**src/rtl/acs_regs.vh**
```
`ifndef ACS_REGS_VH
`define ACS_REGS_VH

// =====================================================================
// register byte addresses (word aligned)
// =====================================================================
`define ACS_ADDR_TIMING      6'h00
`define ACS_ADDR_SEQUENCE    6'h04
`define ACS_ADDR_STATUS      6'h08
`define ACS_ADDR_RESULT0     6'h20
`define ACS_ADDR_RES_BASE    3'h1

// =====================================================================
// timing register fields and reset value
// =====================================================================
`define ACS_TIM_RES_BIT      7
`define ACS_TIM_SMP_HI       6
`define ACS_TIM_SMP_LO       5
`define ACS_TIM_PRS_HI       4
`define ACS_TIM_PRS_LO       0
`define ACS_TIM_RESET        8'h01

// =====================================================================
// sequence register fields and reset value
// =====================================================================
`define ACS_SEQ_LEN_BIT      6
`define ACS_SEQ_SCAN_BIT     5
`define ACS_SEQ_MULTICHANNEL_ENABLE_BIT     4
`define ACS_SEQ_CH_HI        3
`define ACS_SEQ_CH_LO        0
`define ACS_SEQ_RESET        8'h00

// =====================================================================
// status register fields
// =====================================================================
`define ACS_STAT_SEQ_DONE    31
`define ACS_STAT_BUSY        30
`define ACS_STAT_CNT_HI      18
`define ACS_STAT_CNT_LO      16
`define ACS_STAT_CCF_HI      7
`define ACS_STAT_CCF_LO      0

// =====================================================================
// conversion timing in converter clock periods
// =====================================================================
`define ACS_BASE_8BIT        6'd16
`define ACS_BASE_10BIT       6'd18
`define ACS_SMP_CODE0        6'd2
`define ACS_SMP_CODE1        6'd4
`define ACS_SMP_CODE2        6'd8
`define ACS_SMP_CODE3        6'd16

`endif

```
**src/rtl/acs_prescaler.v**
```verilog
`timescale 1ns/1ps
`include "acs_regs.vh"

// =====================================================================
// modulo prescaler followed by divide by two
// =====================================================================
module acs_prescaler (
   input  wire       mclk_i,
   input  wire       reset_n_i,
   input  wire       restart_i,
   input  wire [4:0] prescale_i,
   output reg        conv_clk_o,
   output reg        conv_tick_o
);

   reg  [4:0] count_q;
   wire       wrap;

   // zero divides by one: divide by two in total
   assign wrap = (count_q >= prescale_i);

   always @(posedge mclk_i or negedge reset_n_i) begin
      if (!reset_n_i) begin
         count_q     <= 5'h00;
         conv_clk_o  <= 1'b0;
         conv_tick_o <= 1'b0;
      end else if (restart_i) begin
         count_q     <= 5'h00;
         conv_clk_o  <= 1'b0;
         conv_tick_o <= 1'b0;
      end else begin
         conv_tick_o <= 1'b0;
         if (wrap) begin
            count_q    <= 5'h00;
            conv_clk_o <= ~conv_clk_o;
            // tick marks each full converter period
            conv_tick_o <= conv_clk_o;
         end else begin
            count_q <= count_q + 5'h01;
         end
      end
   end

endmodule // acs_prescaler

```
**src/rtl/acs_chan_map.v**
```verilog
`timescale 1ns/1ps
`include "acs_regs.vh"

// =====================================================================
// channel and result slot for a given conversion index
// =====================================================================
module acs_chan_map (
   input  wire       len8_i,
   input  wire       multichannel_enable_i,
   input  wire [3:0] chan_sel_i,
   input  wire [2:0] index_i,
   output reg  [3:0] channel_o,
   output reg  [2:0] slot_o
);

   always @* begin
      slot_o = index_i;
      if (!multichannel_enable_i) begin
         channel_o = chan_sel_i;
      end else if (len8_i) begin
         channel_o = {chan_sel_i[3], index_i};
      end else begin
         channel_o = {chan_sel_i[3:2], index_i[1:0]};
         slot_o    = {1'b0, index_i[1:0]};
      end
   end

endmodule // acs_chan_map

```
**src/rtl/acs_adc_ctrl.v**
```verilog
// What this block does
// timing register write aborts conversion; halt until sequence write
// resolution bit: clear gives 8-bit results, set gives 10-bit
// sample field codes give 2, 4, 8, 16 converter clocks final sample
// total conversion 18/20/24/32 clocks 8-bit, 20/22/26/34 10-bit
// bus clock divided by prescale plus one, then divided by two
// prescale zero gives total divisor of two
// after reset prescale is one, total divisor four
// software uses only prescale codes zero to seven
// software keeps converter clock between 500 kHz and 2 MHz
// sequence write starts sequence, aborts old, clears all flags
// length bit: four conversions when clear, eight when set
// scan bit: clear stops after one sequence, set repeats
// single channel mode converts the selected input every time
// multichannel mode steps through group, one result register each
// four-long groups chosen by two upper select bits, slots 0-3
// eight-long groups chosen by top select bit, slots 0-7
// single channel results fill successive registers from zero
// sequence done flag set at end; halt or keep scanning
// per register done flag set on load, cleared on read
// results left-justified unsigned, not writable by software
//
// The Avalon-MM register port and the register addresses were left to the implementer.
`timescale 1ns/1ps
`include "acs_regs.vh"

module acs_adc_ctrl (
   input  wire        mclk_i,
   input  wire        reset_n_i,
   // avalon-mm slave
   input  wire [5:0]  avs_address_i,
   input  wire        avs_read_i,
   input  wire        avs_write_i,
   input  wire [31:0] avs_writedata_i,
   input  wire [3:0]  avs_byteenable_i,
   output reg  [31:0] avs_readdata_o,
   output reg         avs_waitrequest_o,
   // converter core
   output reg         conv_clk_o,
   output reg  [3:0]  channel_o,
   output reg         sample_o,
   output reg         convert_o,
   output reg         resolution_o,
   input  wire        conv_done_i,
   input  wire [9:0]  conv_data_i,
   output reg         busy_o
);

   // =================================================================
   // register state
   // =================================================================
   reg  [7:0]  timing_q;
   reg  [7:0]  sequence_q;
   reg  [7:0]  ccf_q;
   reg         seq_done_q;
   reg         active_q;
   reg  [2:0]  index_q;
   reg  [5:0]  phase_q;
   reg  [15:0] result_q [0:7];
   reg         ack_q;
   reg         done_s1_q;
   reg         done_s2_q;
   reg  [9:0]  data_s1_q;
   reg  [9:0]  data_s2_q;

   wire        conv_clk;
   wire        conv_tick;
   wire [3:0]  map_chan;
   wire [2:0]  map_slot;

   // =================================================================
   // bus decode
   // =================================================================
   wire        req      = avs_read_i | avs_write_i;
   wire        take     = req & ~ack_q;
   wire        wr_take  = take & avs_write_i & avs_byteenable_i[0];
   wire        rd_take  = take & avs_read_i;
   wire        wr_tim   = wr_take & (avs_address_i == `ACS_ADDR_TIMING);
   wire        wr_seq   = wr_take & (avs_address_i == `ACS_ADDR_SEQUENCE);
   // same-edge restart: no stale tick may advance the first phase
   wire        restart  = wr_tim | wr_seq;
   wire        rd_res   = rd_take &
                          (avs_address_i[5:3] >= `ACS_ADDR_RES_BASE) &&
                          (avs_address_i[1:0] == 2'b00) &&
                          (avs_address_i >= `ACS_ADDR_RESULT0);
   wire [2:0]  rd_slot  = avs_address_i[4:2];

   // =================================================================
   // configuration fields
   // =================================================================
   wire        res10    = timing_q[`ACS_TIM_RES_BIT];
   wire [1:0]  smp      = timing_q[`ACS_TIM_SMP_HI:`ACS_TIM_SMP_LO];
   wire [4:0]  prs      = timing_q[`ACS_TIM_PRS_HI:`ACS_TIM_PRS_LO];
   wire        len8     = sequence_q[`ACS_SEQ_LEN_BIT];
   wire        scan     = sequence_q[`ACS_SEQ_SCAN_BIT];
   wire        multichannel_enable     = sequence_q[`ACS_SEQ_MULTICHANNEL_ENABLE_BIT];
   wire [3:0]  chsel    = sequence_q[`ACS_SEQ_CH_HI:`ACS_SEQ_CH_LO];

   reg  [5:0]  smp_len;
   always @* begin
      case (smp)
         2'b00:   smp_len = `ACS_SMP_CODE0;
         2'b01:   smp_len = `ACS_SMP_CODE1;
         2'b10:   smp_len = `ACS_SMP_CODE2;
         default: smp_len = `ACS_SMP_CODE3;
      endcase
   end

   // total periods per conversion, last index is total minus one
   wire [5:0]  total    = (res10 ? `ACS_BASE_10BIT : `ACS_BASE_8BIT)
                          + smp_len;
   wire [5:0]  smp_end  = total - 6'd1;
   wire [5:0]  smp_begin= total - smp_len;
   wire [2:0]  last_idx = len8 ? 3'd7 : 3'd3;

   acs_prescaler u_presc (
      .mclk_i      (mclk_i),
      .reset_n_i   (reset_n_i),
      .restart_i   (restart),
      .prescale_i  (prs),
      .conv_clk_o  (conv_clk),
      .conv_tick_o (conv_tick)
   );

   acs_chan_map u_map (
      .len8_i     (len8),
      .multichannel_enable_i     (multichannel_enable),
      .chan_sel_i (chsel),
      .index_i    (index_q),
      .channel_o  (map_chan),
      .slot_o     (map_slot)
   );

   // =================================================================
   // converter done synchroniser
   // =================================================================
   always @(posedge mclk_i or negedge reset_n_i) begin
      if (!reset_n_i) begin
         done_s1_q <= 1'b0;
         done_s2_q <= 1'b0;
         data_s1_q <= 10'h000;
         data_s2_q <= 10'h000;
      end else begin
         done_s1_q <= conv_done_i;
         done_s2_q <= done_s1_q;
         data_s1_q <= conv_data_i;
         data_s2_q <= data_s1_q;
      end
   end

   // conversion ends on the last period of its budget
   wire        conv_end = active_q & conv_tick & (phase_q == smp_end);
   wire        seq_end  = conv_end & (index_q == last_idx);
   // 8-bit mode drops the two low result bits
   wire [15:0] res_word = res10 ? {data_s2_q, 6'h00}
                                : {data_s2_q[9:2], 8'h00};

   // =================================================================
   // sequencer
   // =================================================================
   always @(posedge mclk_i or negedge reset_n_i) begin
      if (!reset_n_i) begin
         timing_q   <= `ACS_TIM_RESET;
         sequence_q <= `ACS_SEQ_RESET;
         active_q   <= 1'b0;
         index_q    <= 3'd0;
         phase_q    <= 6'd0;
         seq_done_q <= 1'b0;
      end else begin
         if (wr_tim) begin
            timing_q <= avs_writedata_i[7:0];
            active_q <= 1'b0;
            phase_q  <= 6'd0;
         end else if (wr_seq) begin
            sequence_q <= avs_writedata_i[7:0];
            active_q   <= 1'b1;
            index_q    <= 3'd0;
            phase_q    <= 6'd0;
            seq_done_q <= 1'b0;
         end else if (active_q && conv_tick) begin
            if (phase_q == smp_end) begin
               phase_q <= 6'd0;
               index_q <= (index_q == last_idx) ? 3'd0
                                                : index_q + 3'd1;
               if (index_q == last_idx) begin
                  seq_done_q <= 1'b1;
                  active_q   <= scan;
               end
            end else begin
               phase_q <= phase_q + 6'd1;
            end
         end
      end
   end

   // =================================================================
   // results and done flags
   // =================================================================
   genvar g;
   generate
      for (g = 0; g < 8; g = g + 1) begin : g_res
         always @(posedge mclk_i or negedge reset_n_i) begin
            if (!reset_n_i) begin
               ccf_q[g]    <= 1'b0;
               result_q[g] <= 16'h0000;
            end else if (wr_seq) begin
               ccf_q[g] <= 1'b0;
            end else if (conv_end && map_slot == g) begin
               // set beats a read in the same cycle
               ccf_q[g]    <= 1'b1;
               result_q[g] <= res_word;
            end else if (rd_res && rd_slot == g) begin
               ccf_q[g] <= 1'b0;
            end
         end
      end
   endgenerate

   // =================================================================
   // bus answer: one wait cycle, then ack
   // =================================================================
   always @(posedge mclk_i or negedge reset_n_i) begin
      if (!reset_n_i) begin
         ack_q             <= 1'b0;
         avs_waitrequest_o <= 1'b1;
         avs_readdata_o    <= 32'h0000_0000;
      end else begin
         ack_q             <= take;
         avs_waitrequest_o <= ~take;
         if (rd_take) begin
            if (avs_address_i == `ACS_ADDR_TIMING)
               avs_readdata_o <= {24'h000000, timing_q};
            else if (avs_address_i == `ACS_ADDR_SEQUENCE)
               avs_readdata_o <= {24'h000000, sequence_q};
            else if (avs_address_i == `ACS_ADDR_STATUS)
               avs_readdata_o <= {seq_done_q, active_q, 11'h000,
                                  index_q, 8'h00, ccf_q};
            else if (rd_res)
               avs_readdata_o <= {16'h0000, result_q[rd_slot]};
            else
               avs_readdata_o <= 32'h0000_0000;
         end
      end
   end

   // =================================================================
   // converter core outputs
   // =================================================================
   always @(posedge mclk_i or negedge reset_n_i) begin
      if (!reset_n_i) begin
         conv_clk_o   <= 1'b0;
         channel_o    <= 4'h0;
         sample_o     <= 1'b0;
         convert_o    <= 1'b0;
         resolution_o <= 1'b0;
         busy_o       <= 1'b0;
      end else begin
         conv_clk_o   <= conv_clk & active_q;
         channel_o    <= map_chan;
         sample_o     <= active_q & (phase_q >= smp_begin);
         convert_o    <= active_q & (phase_q < smp_begin);
         resolution_o <= res10;
         busy_o       <= active_q;
      end
   end

endmodule // acs_adc_ctrl

```
**config.mk**
```make
export PLATFORM = sky130hd
export DESIGN_NAME = acs_adc_ctrl
export DESIGN_NICKNAME = d
export VERILOG_FILES = /design/src/rtl/acs_prescaler.v /design/src/rtl/acs_chan_map.v /design/src/rtl/acs_adc_ctrl.v
export VERILOG_INCLUDE_DIRS = /design/src /design/src/rtl
export SDC_FILE = /design/constraint.sdc
export NUM_CORES = 1
export LEC_CHECK = 0
export BUFFER_PORTS_ARGS = -buffer_cell sky130_fd_sc_hd__buf_4
export CORE_ASPECT_RATIO = 0.6
export CORE_MARGIN = 8
export CORE_UTILIZATION = 30
export CTS_CLUSTER_DIAMETER = 30
export CTS_CLUSTER_SIZE = 25
export DETAILED_ROUTE_END_ITERATION = 10
export RECOVER_POWER = 100
export SYNTH_ARGS = -nofsm -noshare
export SYNTH_HDL_FRONTEND = slang
export SYNTH_SLANG_ARGS = --single-unit
```
**constraint.sdc**
```tcl
create_clock -name mclk_i -period 3.2 [get_ports mclk_i]
set_clock_uncertainty 0.05 [all_clocks]
set_input_delay 0.32 -clock mclk_i [delete_from_list [all_inputs] [get_ports mclk_i]]
set_output_delay 0.32 -clock mclk_i [all_outputs]
set_load 0.1 [all_outputs]
```
==> impl_metrics.tcl <==
set metrics [dict create \
    slew_violations 47 \
    nNetsFinal 776 \
    p_comb_share_pct 13.7 \
    drtIter0Drc 466 \
    netSwitchingFraction_pct 28.6 \
    internal-power_uw 3870 \
    routed_via_density 4.65 \
    crit_type "reg -> reg" \
    p_leak_uw 0.00454 \
    n_antenna_cell 0 \
    synthArstFlopShare_pct 100 \
    irDropWorstVdd_mv 0.298 \
    yosysUniqueCellTypes 55 \
    cts.sinks 174 \
    coreArea_um2 26400 \
    io-pin-count 99 \
    synth-seq-cells 174 \
    areaGrowthSynthToFinish_pct 17.3 \
    grt_pass1_vias 5087 \
    slew_headroom_pct -43.4 \
    start_util_pct 30.5 \
    grt_pass1_wl_um 30700 \
    routed.top_layer "met4" \
    path_clk_slew_ns 0.07 \
    worst_ep_arrival_time_ns 3.32 \
    status "finished with violations" \
    worstSetupStartpointType "flop" \
    multi_input_comb_area_um2 3370 \
    grt_antenna_before_repair 1 \
    fillers 2612 \
    dieArea_um2 32500 \
    ctsLongestPathBuffers 2 \
    root_buffer "clkbuf_16" \
    cellPowerDensity_nw_per_um2 573 \
    violations "max-capacitance violations, max-slew violations" \
    fmax_ghz 0.328 \
    cp-end-kind "flop" \
    drive_gt1_share_pct 25.3 \
    max_cap_violations 1 \
    grt_max_degree 102 \
    hold_path.class "in -> reg" \
    synth_edf_count 0 \
    drc_errors 0 \
    die_h_um 143 \
    syn_area_um2 8060 \
    syn_area_per_cell_um2 12.9 \
    drt-met1-wl_um 10000 \
    grt_setup_unrepaired "no" \
    hpwl_um 13200 \
    worst_pin_slew_ns 2.15 \
    wl_per_cell_um 17.8 \
    seq_area_frac_synth_pct 54.0 \
    clkPwrFrac_pct 40.8 \
    cp_max_fo 11 \
    num_vias 4979 \
    rows 46 \
    clk_latency_ns 0.43 \
    grt_use_total_pct 12.3 \
    drt-pass1-iter-count 5 \
    yosys_warnings 0 \
    cts_max_level 4 \
    final_common_cell "dfrtp_1" \
    period_needed_ns 3.05 \
    final_antenna_net_count 0 \
    fin_crit_sh_pct 95.4 \
    p_sw_uw 1550 \
    yosys_most_used_dff "dfrtp_1" \
    port_buffers 59 \
    cts_buffers 17 \
    totalNegativeSetupSlack_ns 0 \
    wl_met2_um 7480 \
    critical_path_required_ns 3.47 \
    finalSetupViolCount 0 \
    seqPwrFrac_pct 45.5 \
    gp_congestion 0.811 \
    layout_common_cells "dfrtp_1 (172), nand2_1 (79), mux2_2 (48)" \
    syn_inst 626 \
    grt_overflow 0 \
    wirelength_um 19100 \
    die_x_um 228 \
    ff_latch_area_um2 4360 \
    hold_violations 0 \
    power_uw 5420 \
    cts_tree "built" \
    met3RoutedLength_um 1420 \
]
[through the flow]
step / hold WS [ns] / cell area (um2) / utilization, % / std cells / worst slack, ns
floorplan: -0.0256 / 8100 / - / 636 / 0.180
global placement: 0.240 / 8890 / 33.6 / 1028 / 0.0663
detailed placement: 0.247 / 8890 / 33.6 / 1028 / 0.00510
CTS: 0.0233 / 9630 / 36.4 / 1071 / 0.00376
global route: 0.0398 / 9460 / 35.8 / 1071 / 0.0115
finish: 0.0461 / 9460 / 35.8 / 1071 / 0.148
[power by group through the flow]
stage / combinational [uW] / sequential, uW / clock [uW]
finish: 743 / 2460 / 2210
global placement: 739 / 2510 / 0
floorplan: 427 / 2590 / 0
CTS: 766 / 2470 / 2270
detailed placement: 748 / 2510 / 0
global route: 827 / 2490 / 2360
[worst paths after layout]
kind	startpoint	endpoint	slack, ns	cells past startpoint
worst max-delay path	timing_q[6]	result_q[28]	0.15	9
worst min-delay path	avs_writedata_i[0]	sequence_q[0]	0.05	3
worst max register to register	timing_q[6]	result_q[28]	0.15	9
worst min register to register	data_s1_q[5]	data_s2_q[5]	0.30	0
max in group asynchronous	reset_n_i	avs_waitrequest_o	0.55	3
min in group asynchronous	reset_n_i	u_presc.count_q[3]	1.15	2
[cell usage after synthesis (6+ instances only)]
cell type / n / area share [%]
dfrtp_1: 172 / 53
nand2_1: 79 / 3.7
mux2_2: 48 / 6.7
mux2_4: 36 / 6.7
o21ai_0: 29 / 1.8
ha_1: 21 / 3.3
mux4_2: 20 / 5.6
mux2i_1: 18 / 2.2
nor2_1: 18 / 0.84
clkbuf_1: 17 / 0.79
buf_4: 14 / 1.3
inv_1: 14 / 0.65
a22o_1: 11 / 1.2
nand3_1: 10 / 0.62
a21oi_1: 9 / 0.56
and2_1: 7 / 0.54
buf_2: 7 / 0.43
nand2b_1: 7 / 0.54
xor2_1: 7 / 0.76
xnor2_1: 6 / 0.65
[registers in the layout, summed over array words and instances (netlist names), 3 cells and up]
| register | flops |
|---|---|
| data_s2_q | 10 |
| u_presc.count_q | 5 |
| sequence_q | 8 |
| timing_q | 8 |
| phase_q | 6 |
| index_q | 3 |
| data_s1_q | 10 |
| avs_readdata_o | 21 |
| result_q | 80 |
| ccf_q | 8 |
| channel_o | 4 |
[critical path: stages (launching register included)]
cell,delay (ns)
dfrtp_1,0.41
nor2_2,0.16
ha_2,0.25
ha_2,0.26
xnor2_1,0.17
a21oi_1,0.10
o31ai_4,0.26
nand3_2,0.21
or4b_4,0.70
mux2_1,0.36
[layout make-up]
cell class              count  share of cell area, %
clock inverters            13                   1.87
multi-input cells         401                   35.6
inverters                  14                  0.556
clock buffers              19                   4.79
repair buffers             90                   6.31
well taps                 360                   4.76
flip-flops and latches    174                   46.1
[routing by layer]
layer  vias up  GRT usage, %
met5         -             0
met4         0          3.43
met3        17          3.81
met2       131          15.7
met1      2495          19.2
li1       2336             -
[cell families after synthesis]
group | share of synthesized area [%]
flops | 54.0
buf+inv | 4.08
simple gates | 10.0
mux | 21.2
fa+ha+maj | 3.26
xor+xnor | 1.41
other cells | 0.0932
compound gates | 5.88
[repair_timing]
action,CTS,global route
hold buffers,11,0
buffers inserted,0,0
gates resized for setup,0,12
endpoints found under the hold margin,54,0
endpoints found under the setup margin,0,80
(Power assumes the default switching activity.)
